### src/core/pin_state_pkg.sv
// Purpose: shared constants for the peripheral pin state block
// Assumes: 10 MHz system clock, Avalon-MM byte addressing
// Notes: pin order matches the bit order of the pin state register
package pin_state_pkg;
   localparam int unsigned NUM_PINS = 22;
   localparam int unsigned NUM_OWNERS = 10;
   localparam int unsigned ADDR_W = 4;
   localparam logic [3:0] STATE_REG_OFFSET = 4'h0;
   localparam logic [31:0] RESERVED_READ = 32'h0000_0000;
   // field positions
   localparam int unsigned DATA_LSB = 0;
   localparam int unsigned DATA_MSB = 7;
   localparam int unsigned PIXEL_CLOCK_BIT = 8;
   localparam int unsigned LINE_CLOCK_BIT = 9;
   localparam int unsigned FRAME_CLOCK_BIT = 10;
   localparam int unsigned AC_BIAS_BIT = 11;
   localparam int unsigned P1_TX_BIT = 12;
   localparam int unsigned P1_RX_BIT = 13;
   localparam int unsigned P2_TX_BIT = 14;
   localparam int unsigned P2_RX_BIT = 15;
   localparam int unsigned P3_TX_BIT = 16;
   localparam int unsigned P3_RX_BIT = 17;
   localparam int unsigned P4_TX_BIT = 18;
   localparam int unsigned P4_RX_BIT = 19;
   localparam int unsigned P4_CLOCK_BIT = 20;
   localparam int unsigned P4_FRAME_BIT = 21;
   // owner function of each pin, index into the owner enable vector
   localparam int unsigned OWN_DISPLAY = 0;
   localparam int unsigned OWN_P1_TX = 1;
   localparam int unsigned OWN_P1_RX = 2;
   localparam int unsigned OWN_P2_TX = 3;
   localparam int unsigned OWN_P2_RX = 4;
   localparam int unsigned OWN_P3_TX = 5;
   localparam int unsigned OWN_P3_RX = 6;
   localparam int unsigned OWN_P4_TX = 7;
   localparam int unsigned OWN_P4_RX = 8;
   localparam int unsigned OWN_P4_PORT = 9;
   // sampler rate from a fractional accumulator
   localparam int unsigned CLK_HZ = 10_000_000;
   localparam int unsigned SAMPLE_HZ = 7_372_800;
   localparam int unsigned ACC_W = 24;
   localparam logic [ACC_W-1:0] ACC_STEP = ACC_W'(SAMPLE_HZ);
   localparam logic [ACC_W-1:0] ACC_MOD = ACC_W'(CLK_HZ);
   localparam logic [ACC_W-1:0] ACC_RESET = 24'h00_0000;
   typedef enum logic [0:0]
   {
      BUS_IDLE = 1'b0,
      BUS_ANSWER = 1'b1
   } bus_state_type;
endpackage

### src/core/pin_sample_if.sv
// Purpose: carries raw pin levels in and sampled levels out
// Assumes: one clock domain on the sampled side
// Notes: raw levels are asynchronous to the system clock
`timescale 1ns/1ns
`default_nettype none
interface pin_sample_if;
   logic [pin_state_pkg::NUM_PINS-1:0] raw;
   logic [pin_state_pkg::NUM_PINS-1:0] level;
   modport sampler (input raw, output level);
   modport user (output raw, input level);
endinterface
`default_nettype wire

### src/core/pin_sampler.sv
// Purpose: synchronise the pins and resample them at the sampler rate
// Assumes: pins are asynchronous to i_clk
// Notes: sampled levels are not reset, as the register holds no reset value
`timescale 1ns/1ns
`default_nettype none
module pin_sampler
(
   input wire logic i_clk,
   input wire logic i_rst,
   pin_sample_if.sampler pins
);
   import pin_state_pkg::*;

   logic [NUM_PINS-1:0] meta_r;
   logic [NUM_PINS-1:0] sync_r;
   logic [NUM_PINS-1:0] level_r;
   logic [NUM_PINS-1:0] level_nxt;
   logic [ACC_W-1:0] acc_r;
   logic [ACC_W-1:0] acc_nxt;
   logic tick_r;
   logic tick_nxt;
   logic [ACC_W:0] sum;

   ////////////////////////////////////////////////////////////////////////
   // fractional divider: tick averages 7.3728 MHz out of 10 MHz
   always_comb
   begin
      sum = {1'b0, acc_r} + {1'b0, ACC_STEP};
      if (sum >= {1'b0, ACC_MOD})
      begin
         acc_nxt = ACC_W'(sum - {1'b0, ACC_MOD});
         tick_nxt = 1'b1;
      end
      else
      begin
         acc_nxt = sum[ACC_W-1:0];
         tick_nxt = 1'b0;
      end
   end

   always_ff @(posedge i_clk or posedge i_rst)
   begin
      if (i_rst)
      begin
         acc_r <= ACC_RESET;
         tick_r <= 1'b0;
      end
      else
      begin
         acc_r <= acc_nxt;
         tick_r <= tick_nxt;
      end
   end

   ////////////////////////////////////////////////////////////////////////
   // two flops, then resample on the tick
   always_comb
   begin
      level_nxt = tick_r ? sync_r : level_r;
   end

   always_ff @(posedge i_clk)
   begin
      meta_r <= pins.raw;
      sync_r <= meta_r;
      level_r <= level_nxt;
   end

   assign pins.level = level_r;
endmodule
`default_nettype wire

### src/core/peripheral_pin_state_gpio.sv
// Purpose: pin state register letting idle peripheral pins act as gpio
// Assumes: direction and peripheral enables come from i_clk logic
// Notes: one register, write side and read side are separate storage
`timescale 1ns/1ns
`default_nettype none

// Summary of operation
// - bits 7:0 read back the eight display data pin levels
// - display data pins driven from written bits if display off and output
// - bit 8 reads pixel clock pin; drives it if display off and output
// - line clock bit reads pin; drives it if display off and output
// - frame clock bit reads pin; drives it if display off and output
// - ac bias bit reads pin; drives it if display off and output
// - port 1 transmit bit reads pin; drives if transmitter off and output
// - port 1 receive bit reads pin; drives if receiver off and output
// - port 2 transmit bit reads pin; drives if transmitter off and output
// - port 2 receive bit reads pin; drives if receiver off and output
// - port 3 transmit bit reads pin; drives if transmitter off and output
// - port 3 receive bit reads back the receive pin level
// - port 4 transmit bit reads pin; drives if transmitter off and output
// - a bit reports the port 4 clock pin level on read
// - writes store drive values; reads return pins resampled at 7.3728 MHz
// - register has no reset; reserved bits ignore writes, read zero
module peripheral_pin_state_gpio
(
   input wire logic i_clk,
   input wire logic i_rst,
   input wire logic [pin_state_pkg::ADDR_W-1:0] i_avs_address,
   input wire logic i_avs_read,
   input wire logic i_avs_write,
   input wire logic [31:0] i_avs_writedata,
   input wire logic [3:0] i_avs_byteenable,
   output logic [31:0] o_avs_readdata,
   output logic o_avs_waitrequest,
   input wire logic [pin_state_pkg::NUM_PINS-1:0] i_pin_dir_out,
   input wire logic i_display_enable,
   input wire logic i_port1_tx_enable,
   input wire logic i_port1_rx_enable,
   input wire logic i_port2_tx_enable,
   input wire logic i_port2_rx_enable,
   input wire logic i_port3_tx_enable,
   input wire logic i_port3_rx_enable,
   input wire logic i_port4_tx_enable,
   input wire logic i_port4_rx_enable,
   input wire logic i_port4_enable,
   input wire logic [pin_state_pkg::NUM_PINS-1:0] i_pin_in,
   output logic [pin_state_pkg::NUM_PINS-1:0] o_pin_out,
   output logic [pin_state_pkg::NUM_PINS-1:0] o_pin_oe_n
);
   import pin_state_pkg::*;

   pin_sample_if samp ();

   bus_state_type bus_r;
   bus_state_type bus_nxt;
   logic [31:0] rdata_r;
   logic [31:0] rdata_nxt;
   logic [NUM_PINS-1:0] out_val_r;
   logic [NUM_PINS-1:0] out_val_nxt;
   logic [NUM_PINS-1:0] pin_out_r;
   logic [NUM_PINS-1:0] pin_out_nxt;
   logic [NUM_PINS-1:0] oe_n_r;
   logic [NUM_PINS-1:0] oe_n_nxt;
   logic [NUM_OWNERS-1:0] owner_en;
   logic [NUM_PINS-1:0] owned;
   logic [NUM_PINS-1:0] wmask;
   logic hit;
   logic req;
   logic wait_r;
   logic wait_nxt;

   ////////////////////////////////////////////////////////////////////////
   // input path: every pin level goes through the sampler
   assign samp.raw = i_pin_in;

   pin_sampler u_sampler
   (
      .i_clk(i_clk),
      .i_rst(i_rst),
      .pins(samp.sampler)
   );

   ////////////////////////////////////////////////////////////////////////
   // owner of each pin; a pin is gpio only while its owner is off
   assign owner_en[OWN_DISPLAY] = i_display_enable;
   assign owner_en[OWN_P1_TX] = i_port1_tx_enable;
   assign owner_en[OWN_P1_RX] = i_port1_rx_enable;
   assign owner_en[OWN_P2_TX] = i_port2_tx_enable;
   assign owner_en[OWN_P2_RX] = i_port2_rx_enable;
   assign owner_en[OWN_P3_TX] = i_port3_tx_enable;
   assign owner_en[OWN_P3_RX] = i_port3_rx_enable;
   assign owner_en[OWN_P4_TX] = i_port4_tx_enable;
   assign owner_en[OWN_P4_RX] = i_port4_rx_enable;
   assign owner_en[OWN_P4_PORT] = i_port4_enable;

   function automatic int unsigned owner_of(input int unsigned pin);
      int unsigned own;
      own = OWN_P4_PORT;
      if (pin <= DATA_MSB || pin == PIXEL_CLOCK_BIT)
         own = OWN_DISPLAY;
      else if (pin == LINE_CLOCK_BIT || pin == FRAME_CLOCK_BIT)
         own = OWN_DISPLAY;
      else if (pin == AC_BIAS_BIT)
         own = OWN_DISPLAY;
      else if (pin == P1_TX_BIT)
         own = OWN_P1_TX;
      else if (pin == P1_RX_BIT)
         own = OWN_P1_RX;
      else if (pin == P2_TX_BIT)
         own = OWN_P2_TX;
      else if (pin == P2_RX_BIT)
         own = OWN_P2_RX;
      else if (pin == P3_TX_BIT)
         own = OWN_P3_TX;
      else if (pin == P3_RX_BIT)
         own = OWN_P3_RX;
      else if (pin == P4_TX_BIT)
         own = OWN_P4_TX;
      else if (pin == P4_RX_BIT)
         own = OWN_P4_RX;
      return own;
   endfunction

   genvar g;
   generate
      for (g = 0; g < NUM_PINS; g++)
      begin : g_pin
         assign owned[g] = owner_en[owner_of(g)];
         assign wmask[g] = i_avs_byteenable[g / 8];
      end
   endgenerate

   ////////////////////////////////////////////////////////////////////////
   // avalon slave: waitrequest drops one cycle after a request appears
   assign req = i_avs_read | i_avs_write;
   assign hit = (i_avs_address == STATE_REG_OFFSET);

   always_comb
   begin
      bus_nxt = BUS_IDLE;
      rdata_nxt = rdata_r;
      unique case (bus_r)
         BUS_IDLE:
         begin
            if (req)
            begin
               bus_nxt = BUS_ANSWER;
               // read data is built here so it stands with waitrequest low
               rdata_nxt = RESERVED_READ;
               if (hit && i_avs_read)
               begin
                  rdata_nxt[NUM_PINS-1:0] = samp.level;
               end
            end
         end
         BUS_ANSWER:
         begin
            bus_nxt = BUS_IDLE;
         end
      endcase
      // registered so the bus sees waitrequest straight from a flop
      wait_nxt = (bus_nxt == BUS_IDLE);
   end

   always_ff @(posedge i_clk or posedge i_rst)
   begin
      if (i_rst)
      begin
         bus_r <= BUS_IDLE;
         rdata_r <= RESERVED_READ;
         wait_r <= 1'b1;
      end
      else
      begin
         bus_r <= bus_nxt;
         rdata_r <= rdata_nxt;
         wait_r <= wait_nxt;
      end
   end

   assign o_avs_readdata = rdata_r;
   assign o_avs_waitrequest = wait_r;

   ////////////////////////////////////////////////////////////////////////
   // write side storage, not reset; bits 31:22 have no storage at all
   always_comb
   begin
      out_val_nxt = out_val_r;
      if (bus_r == BUS_ANSWER && i_avs_write && hit)
      begin
         out_val_nxt = (out_val_r & ~wmask) |
            (i_avs_writedata[NUM_PINS-1:0] & wmask);
      end
   end

   always_ff @(posedge i_clk)
   begin
      out_val_r <= out_val_nxt;
   end

   ////////////////////////////////////////////////////////////////////////
   // pin drivers: stored value reaches a pin only while it is gpio output
   // port 2 polarity is left to software, so the pin is driven as written
   always_comb
   begin
      oe_n_nxt = ~(i_pin_dir_out & ~owned);
      pin_out_nxt = out_val_nxt & ~oe_n_nxt;
   end

   always_ff @(posedge i_clk or posedge i_rst)
   begin
      if (i_rst)
      begin
         oe_n_r <= '1;
         pin_out_r <= '0;
      end
      else
      begin
         oe_n_r <= oe_n_nxt;
         pin_out_r <= pin_out_nxt;
      end
   end

   assign o_pin_oe_n = oe_n_r;
   assign o_pin_out = pin_out_r;
endmodule
`default_nettype wire

### config.mk
export PLATFORM = sky130hd
export DESIGN_NAME = peripheral_pin_state_gpio
export DESIGN_NICKNAME = d
export VERILOG_FILES = /design/src/core/pin_state_pkg.sv /design/src/core/pin_sample_if.sv /design/src/core/pin_sampler.sv /design/src/core/peripheral_pin_state_gpio.sv
export SDC_FILE = /design/constraint.sdc
export NUM_CORES = 1
export LEC_CHECK = 0
export ABC_AREA = 1
export ABC_CLOCK_PERIOD_IN_PS = 3930
export BUFFER_PORTS_ARGS = -buffer_cell sky130_fd_sc_hd__buf_2
export CAP_MARGIN = 20
export CORE_ASPECT_RATIO = 0.75
export CORE_UTILIZATION = 35
export CTS_CLUSTER_DIAMETER = 50
export DETAILED_ROUTE_END_ITERATION = 10
export PLACE_DENSITY = 0.54
export SLEW_MARGIN = 20
export SYNTH_ARGS = -nofsm -noshare
export SYNTH_HDL_FRONTEND = slang
export SYNTH_SLANG_ARGS = --single-unit
### constraint.sdc
create_clock -name i_clk -period 3.93 [get_ports i_clk]
set_clock_uncertainty 0.05 [all_clocks]
set_input_delay 1.179 -clock i_clk [delete_from_list [all_inputs] [get_ports i_clk]]
set_output_delay 1.179 -clock i_clk [all_outputs]
set_load 0.1 [all_outputs]
==> flow_summary.ini, run 1 <==
[floorplan]
die_x_um = 155.4
die_area_mm2 = 0.01818
top_level_ports = 175
rows = 41
die_h_um = 117.0
initial_core_util_pct = 36.25
core_mm2 = 0.01703

[global_route]
grt.overflow.total = 0
grt_max_degree = 47
grt_pass1_vias = 4313
antenna_found_initial = 3
grtUsageTotal_pct = 15.19
grt_pass1_wl_um = 21130

[yosys]
synth-async-reset-ratio_pct = 49.43
yosysWarningCount = 0
synth_compound_gate_area_share_pct = 5.959
synth_xor_area_share_pct = 1.702
synth_fa_ha_area_share_pct = 0.8107
synth_flop_cell = dfxtp_1
synthCells = 591
synth_top_family_by_area = simple AND/OR/NAND/NOR gates
muxShareOfSynthArea_pct = 0
synth_seq_area_share_pct = 67.43
yosys.area_share.simple_pct = 17.43
synth_top_area_cell = dfrtp_1
netlist-cell-type-count = 34
synth_area_per_cell_um2 = 10.45
synthTopCellsByCount = nand2_1 (138), dfxtp_1 (66), inv_1 (65)
yosysMostFrequentCell = nand2_1
synth-seq-cells = 174
synth_top_area_share_pct = 25.54
synth_edf_count = 22
synth.area.top_cells = dfrtp_1 (26%), dfxtp_1 (21%), edfxtp_1 (11%), dfstp_2 (9.8%), nand2_1 (8.4%)
synthesis.area_mm2 = 0.006173

[timing]
rsz0062_at_grt = no
worstMarginPinSlew_ns = 0.9827
slew_violations = 0
timing.final.crit_period_ns = 2.598
max_slew_margin_pct = 34.49
hold_violations = 0
layout_setup_ws_ns = 1.332
timing.setup.tns_ns = 0
fin_crit_sh_pct = 66.10
fmax_ghz = 0.3849
setup_viol = 0

[clock_tree]
numCtsBuffers = 17
post_cts_buffers = 0
clk_latency_ns = 0.42
htree_levels = 4
clkTransAtPathRegs_ns = 0.07
ctsLongestPathBuffers = 2
cts-root-buf = clkbuf_16
clock_sinks = 174
cts_resized = 0
ctsHoldBuffers = 0
cts_tree = done

[layout]
final-seq-area_mm2 = 0.004163
fin_area_mm2 = 0.007770
multi_input_area_mm2 = 0.001640
drive_gt1_share_pct = 30.49
final_nets = 850
areaGrowthSynthToFinish_pct = 25.86
n_fill_cell = 1647

[pwr]
combPwrFrac_pct = 12.0
power_w = 0.004125
p_switching_w = 0.001227
power.density_mw_per_mm2 = 530.9
cellLeakagePower_nw = 3.944
pwr-share-seq_pct = 47.8
p_int_w = 0.002898
vdd_ir_drop_max_v = 0.0003395
p_sw_share_pct = 29.74
p_clk_share_pct = 40.2

[drt]
drtPass1Iterations = 4
drc = 0
ant_nets = 0
first_iter_violations = 185
wl_um = 12810
viasPerCell = 4.386
wl_per_cell_um = 12.81
num_vias = 4386

[worst_setup_path]
cp_data_required_time_ns = 2.70
critPathTopFamily = flip-flops
cp-end-kind = output pin
cp-start-kind = register
cp_max_fo = 1
path_buf_inv = 1
cp_data_arrival_time_ns = 1.37
cp_cell_sequence = buf_2
worst_path_largest_cell_delay_ns = 0.53
critical_path_class = register to output pin
slowest_stage = dfstp_2

[hold_path]
hp-class = register to register

[placed_design]
post_dp_cell_area_mm2 = 0.007156
dp_slack_ns = 1.119
io_buffers = 153
place_congestion = 0.7785
hpwl_um = 9218

[job]
drv_cap = 0

[run_status]
status = complete, no violations
layer usage:
| layer | track usage (%) | routed length, µm | up-vias |
|---|---|---|---|
| met4 | 4.118 | 83 | 2 |
| li1 | - | - | 2212 |
| met1 | 18.79 | 5924 | 2063 |
| met5 | 0 | 8 | - |
| met3 | 7.106 | 955 | 9 |
| met2 | 23.98 | 5841 | 100 |
final timing paths:
path                                                     from                       endpoint  slack, ns  depth (start not counted)
worst min-delay path              u_sampler.meta_r[6]$_DFF_P_    u_sampler.sync_r[6]$_DFF_P_       0.27                          0
worst max register to register  u_sampler.acc_r[15]$_DFF_PP0_  u_sampler.acc_r[19]$_DFF_PP0_       1.50                         11
min in group asynchronous                               i_rst  o_avs_readdata[7]$_DFFE_PP0P_       0.81                          2
max in group asynchronous                               i_rst        o_pin_oe_n[1]$_DFF_PP1_       2.23                          3
worst max-delay path                  o_pin_oe_n[5]$_DFF_PP1_                  o_pin_oe_n[5]       1.33                          1
worst min register to register    u_sampler.meta_r[6]$_DFF_P_    u_sampler.sync_r[6]$_DFF_P_       0.27                          0
final cells by class:
| class | instances | share of cell area, % |
|---|---|---|
| sequential | 174 | 53.57 |
| multi-input combinational | 331 | 21.11 |
| timing repair buffer | 156 | 10.31 |
| clock buffer | 17 | 5.475 |
| tap | 236 | 3.800 |
| inverter | 68 | 3.301 |
| clock inverter | 15 | 2.335 |
| antenna | 3 | 0.09662 |
power by group through the flow:
stage,registers [W],logic [W],clock network [W]
after global placement,0.00200,0.000495,0
final,0.00197,0.000496,0.00166
after CTS,0.00197,0.000501,0.00171
after detailed placement,0.00201,0.000501,0
after global routing,0.00198,0.000530,0.00179
after floorplan,0.00224,0.000157,0
placed cells by master (no fill, tap or decap), types with 2 or more instances in the layout:
master and count:
inv_1 64, nand2_1 138, conb_1 10, diode_2 3, inv_2 2, ha_1 4
edfxtp_1 22, a21oi_1 25, clkbuf_16 17, o21bai_1 2, o21ai_0 4, inv_6 6
nand2_2 8, nand3_1 36, xnor2_1 5, a211oi_1 22, nand4_1 18, dfrtp_1 63
nor2_2 4, inv_8 2, clkinv_8 5, buf_2 153, buf_4 2, dfxtp_1 66
xor2_1 7, nor2_1 39, dfstp_2 23
per-stage QoR:
stage | cells | hold slack, ns | util (%)
final | 1000 | 0.2741 | 45.62
after global routing | 998 | 0.2825 | 45.59
after CTS | 997 | 0.2752 | 45.58
after detailed placement | 965 | 0.2621 | 42.01
after global placement | 965 | 0.2605 | 42.01
after floorplan | 600 | 0.2596 | -
logic make-up (layout without fill, tap and decap cells):
group | after synthesis | in the layout
AOI/OAI and AO/OA | 58 | 58
xor gates and xnor gates | 12 | 12
adders and majority gates | 4 | 4
buffers and inverters | 95 | 256
DFF | 174 | 174
other | 1 | 13
and+or+nand+nor | 247 | 247
registers in the layout (all words and copies together), names as in the netlist:
| register | count |
|---|---|
| bus_r | 1 |
| o_pin_oe_n | 22 |
| out_val_r | 22 |
| u_sampler.acc_r | 17 |
| o_avs_waitrequest | 1 |
| u_sampler.pins.level | 22 |
| u_sampler.meta_r | 22 |
| o_avs_readdata | 22 |
| u_sampler.tick_r | 1 |
| u_sampler.sync_r | 22 |
| o_pin_out | 22 |
No activity file was read; power rests on OpenSTA's default activity.
==> run 2, diff against run 1 <==
ABC_CLOCK_PERIOD_IN_PS = 2310   (was 3930)
PLACE_DENSITY = 0.57   (was 0.54)
clock period = 2.31 ns   (was 3.93 ns; I/O delays follow)
==> run 2 against run 1 <==
Net effect: die area is the same; flip-flop and latch count is the same; power grew 68%; routed wire length grew 5.0%; core utilization grew 0.65 points; setup slack lost 1.1 ns; first-iteration DRC count grew 25%; global-route usage grew 0.49 points; cell area grew 1.4%; via count grew 1.5%; highest routed layer unchanged.
==> flow_summary.ini, run 2 (synthesis gave the netlist of run 1 again) <==
[drt]
wl_um = 13460
wl_per_cell_um = 13.28
first_iter_violations = 232
num_vias = 4450
drc = 0
ant_nets = 0
viasPerCell = 4.393
drtPass1Iterations = 4

[global_route]
grtUsageTotal_pct = 15.67
antenna_found_initial = 2
grt.overflow.total = 0
grt_pass1_vias = 4332
grt_pass1_wl_um = 21670
grt_max_degree = 29

[layout]
final_nets = 865
drive_gt1_share_pct = 31.57
mostFrequentLayoutCells = buf_2 (153), nand2_1 (138), dfxtp_1 (66)
final_common_cell = buf_2
final_util_pct = 46.27
areaGrowthSynthToFinish_pct = 27.64
n_fill_cell = 1641
instances_no_fill = 1013

[pwr]
power.density_mw_per_mm2 = 880.5
cellLeakagePower_nw = 4.012
vdd_ir_drop_max_v = 0.0005249

[job]
drv_cap = 0

[floorplan]
top_level_ports = 175
die_h_um = 117.0
core_mm2 = 0.01703
die_area_mm2 = 0.01818
rows = 41
die_x_um = 155.4
initial_core_util_pct = 36.25

[worst_setup_path]
crit_start = u_sampler.acc_r[15]$_DFF_PP0_
crit_path_end = u_sampler.tick_r$_DFF_PP0_
r2r_setup_slack_ns = 0.18
slowest_stage = dfrtp_1
cp_data_arrival_time_ns = 2.39
cpMostUsedCell = nor2_1
worst_path_largest_cell_delay_ns = 0.39
critPathTopFamily = simple AND/OR/NAND/NOR gates
cp_cell_sequence = inv_2 > ha_1 > a21oi_1 > o21ai_0 > nor2_1 > nor2_1 > nand2_2 > nand3_4 > buf_4
ff2ff_path_depth = 9
reg2reg_to = u_sampler.tick_r$_DFF_PP0_
cp_max_fo = 11
cp-end-kind = register
cp.depth = 9
path_buf_inv = 2
rr_startpoint = u_sampler.acc_r[15]$_DFF_PP0_
critical_path_class = register to register
cp_data_required_time_ns = 2.57
cp-start-kind = register

[placed_design]
hpwl_um = 9723
io_buffers = 153
place_congestion = 0.7795
dp_cells = 978

[clock_tree]
cts-root-buf = clkbuf_16
clk_latency_ns = 0.42
htree_levels = 4
numCtsBuffers = 17
clkTransAtPathRegs_ns = 0.07
cts_tree = done
ctsLongestPathBuffers = 2
clock_sinks = 174

[timing]
setup_viol = 0
slew_violations = 0
timing.setup.tns_ns = 0
timing.final.crit_period_ns = 2.127
hold_violations = 0
worstMarginPinSlew_ns = 0.6708
rsz0062_at_grt = no
fin_crit_sh_pct = 92.08
fmax_ghz = 0.4701
max_slew_margin_pct = 55.19

[hold_path]
worstHoldStart = u_sampler.meta_r[11]$_DFF_P_
hp-class = register to register

[run_status]
status = complete, no violations
## run 2: cell types whose count changed in the layout (fill, tap and decap cells not counted), sizes merged, moves of 2 or more
cell / change
buf: +14
clkinvlp: +3
inv: -3
clkinv: -2
diode: -2
## run 2: per-stage QoR
step           area [µm²]  setup slack (ns)  total power [W]  hold slack, ns
6_report             7880            0.1829         0.006938          0.2716
4_1_cts              7853            0.1407         0.007027          0.2748
3_3_place_gp         7293            0.1827         0.004262          0.2622
3_5_place_dp         7293            0.1369         0.004286          0.2621
5_1_grt              7878          0.004406         0.007242          0.2853
2_1_floorplan        6211            0.3864         0.004081          0.2596
## run 2: repair_timing
action,4_1_cts,5_1_grt
endpoints found under the setup margin,0,16
hold buffers,0,0
buffers inserted,0,1
gates resized for setup,0,1
## run 2: worst min-delay path by stage
stage                              endpoint  slack, ns  depth (start not counted)
2_1_floorplan   u_sampler.sync_r[0]$_DFF_P_       0.26                          0
3_3_place_gp   u_sampler.sync_r[21]$_DFF_P_       0.26                          0
3_5_place_dp   u_sampler.sync_r[21]$_DFF_P_       0.26                          0
4_1_cts        u_sampler.sync_r[11]$_DFF_P_       0.27                          0
5_1_grt        u_sampler.sync_r[11]$_DFF_P_       0.29                          0
6_report       u_sampler.sync_r[11]$_DFF_P_       0.27                          0
## run 2: metal layers
layer | global-route usage [%] | share of wire (%)
met1 | 19.68 | 44
met2 | 24.19 | 46
met3 | 6.885 | 8.4
met5 | 0 | 0.13
met4 | 5.490 | 1.3
## run 2: worst register-to-register path, cell delays in order (launching register included)
cell	delay, ns
dfrtp_1	0.39
inv_2	0.08
ha_1	0.37
a21oi_1	0.13
o21ai_0	0.09
nor2_1	0.21
nor2_1	0.09
nand2_2	0.25
nand3_4	0.19
buf_4	0.18
## run 2: where the power goes
group / leakage, nW / switching [W] / internal, W / total (W)
logic: 1.88 / 0.000694 / 0.000167 / 0.000860
registers: 1.86 / 0.0000554 / 0.00330 / 0.00336
clock network: 0.273 / 0.00122 / 0.00150 / 0.00272
total: 4.01 / 0.00197 / 0.00497 / 0.00694
## run 2: cell type report
type                            count  area [µm²]  share of cell area [%]
Clock buffer                       18       429.2                   5.446
Sequential cell                   174        4163                   52.83
Multi-Input combinational cell    332        1658                   21.04
Inverter                           68       259.0                   3.287
Antenna cell                        1       2.502                 0.03176
Timing Repair Buffer              170       943.4                   11.97
Clock inverter                     14       130.1                   1.651
Tap cell                          236       295.3                   3.747
==> run 3, diff against run 2 <==
PLACE_DENSITY = 0.62   (was 0.57)
==> run 3 against run 2 <==
Net effect: hold slack got worse by 0.11 ns; cell area is 0.48% lower; sequential share of layout area grew 0.25 points; first-iteration DRC count fell by 36%; global-route usage is 0.33 points lower; critical endpoint is now o_pin_oe_n[5]; combinational power is essentially flat; routed wire length down 5.6%; clock power barely moved; critical path depth down 8; count of clock-buffer cells in the layout down 1.
==> flow_summary.ini, run 3 (synthesis gave the netlist of run 1 again) <==
[drt]
first_iter_violations = 148
drtPass1Iterations = 4
viasPerCell = 4.358
wl_um = 12710
num_vias = 4389
drc = 0
ant_nets = 0
wl_per_cell_um = 12.62

[clock_tree]
clock_sinks = 174
cts-root-buf = clkbuf_16
cts_resized = 0
htree_levels = 4
clk_latency_ns = 0.42
ctsLongestPathBuffers = 2
clkTransAtPathRegs_ns = 0.07
post_cts_buffers = 0
cts_tree = done
numCtsBuffers = 17
ctsHoldBuffers = 0

[placed_design]
hpwl_um = 9068
place_congestion = 0.7793
dp_slack_ns = 0.1700
io_buffers = 153
post_dp_cell_area_mm2 = 0.007271

[floorplan]
rows = 41
initial_core_util_pct = 36.25
die_area_mm2 = 0.01818
die_x_um = 155.4
core_mm2 = 0.01703
die_h_um = 117.0
top_level_ports = 175

[layout]
fin_area_mm2 = 0.007843
final_common_cell = buf_2
n_fill_cell = 1664
drive_gt1_share_pct = 31.26
mostFrequentLayoutCells = buf_2 (153), nand2_1 (138), dfxtp_1 (66)
final_nets = 860
final_util_pct = 46.05
areaGrowthSynthToFinish_pct = 27.04
antenna_cells = 0

[timing]
timing.final.crit_period_ns = 2.109
slew_violations = 0
layout_setup_ws_ns = 0.2015
rsz0062_at_grt = yes
max_slew_margin_pct = 66.32
worstMarginPinSlew_ns = 0.5021
hold_violations = 0
setup_viol = 0
fin_crit_sh_pct = 91.28
fin_hold_ws_ns = 0.1663
fmax_ghz = 0.4743

[pwr]
cellLeakagePower_nw = 3.981
power_w = 0.006922
vdd_ir_drop_max_v = 0.0004435
power.density_mw_per_mm2 = 882.6

[worst_setup_path]
slowest_stage = dfstp_2
cp_data_arrival_time_ns = 1.37
cp-start-kind = register
critPathTopFamily = flip-flops
cp-end-kind = output pin
cp_max_fo = 1
worst_path_largest_cell_delay_ns = 0.52
cp.depth = 1
cp_cell_sequence = buf_2
path_buf_inv = 1
ff2ff_path_depth = 11
critical_path_class = register to output pin
cp_data_required_time_ns = 1.57

[global_route]
grt.overflow.total = 0
use_met3_pct = 7.290
grtUsageTotal_pct = 15.35
gr-usage-met1_pct = 18.86
grt_pass1_vias = 4291
antenna_found_initial = 1
grt_pass1_wl_um = 21140
grt_util_met2_pct = 23.89
busiest_layer = met2
grt_max_degree = 62

[hold_path]
hp-class = input port to async pin

[job]
drv_cap = 0

[run_status]
status = complete, no violations
run 3: changes by cell type in the layout (fill, tap and decap cells not counted):
cell	delta
nand3_4	-1
clkbuf_1	-1
diode_2	-1
clkinv_2	-2
bufinv_16	-1
inv_4	+1
buf_4	-4
clkinv_8	+3
clkinvlp_4	-1
inv_6	+1
run 3: path summary, 6_finish.rpt:
kind,to,from,slack [ns]
min in group i_clk,u_sampler.sync_r[13]$_DFF_P_,u_sampler.meta_r[13]$_DFF_P_,0.28
max reg2reg,u_sampler.acc_r[19]$_DFF_PP0_,u_sampler.acc_r[15]$_DFF_PP0_,0.22
min reg2reg,u_sampler.sync_r[13]$_DFF_P_,u_sampler.meta_r[13]$_DFF_P_,0.28
min,o_avs_readdata[14]$_DFFE_PP0P_,i_rst,0.17
max,o_pin_oe_n[5],o_pin_oe_n[5]$_DFF_PP1_,0.20
max in group asynchronous,o_pin_oe_n[12]$_DFF_PP1_,i_rst,1.38
run 3: layout make-up:
cell class                      count  area [µm²]  area share (%)
Clock inverter                     15       146.4           1.867
Sequential cell                   174        4163           53.08
Tap cell                          236       295.3           3.765
Timing Repair Buffer              166       913.4           11.65
Multi-Input combinational cell    331        1640           20.92
Inverter                           68       259.0           3.302
Clock buffer                       17       425.4           5.424
run 3: power by group:
| part | leakage (nW) | switching (W) | internal (W) | total [W] |
|---|---|---|---|---|
| combinational | 1.84 | 0.000689 | 0.000168 | 0.000857 |
| sequential | 1.86 | 0.0000514 | 0.00330 | 0.00335 |
| clock | 0.279 | 0.00128 | 0.00143 | 0.00271 |
run 3: metal layers:
| layer | vias to the layer above | part of all wire, % | routed length [µm] |
|---|---|---|---|
| met3 | 12 | 8.4 | 1061 |
| met4 | 2 | 1.0 | 130 |
| met2 | 123 | 45 | 5728 |
| li1 | 2218 | - | - |
| met5 | - | 0.10 | 13 |
| met1 | 2034 | 45 | 5771 |
run 3: stage by stage:
step           setup TNS (ns)  std cells
2_1_floorplan               0        600
3_3_place_gp                0        975
3_5_place_dp                0        975
4_1_cts                     0       1007
5_1_grt              -0.05532       1007
6_report                    0       1007
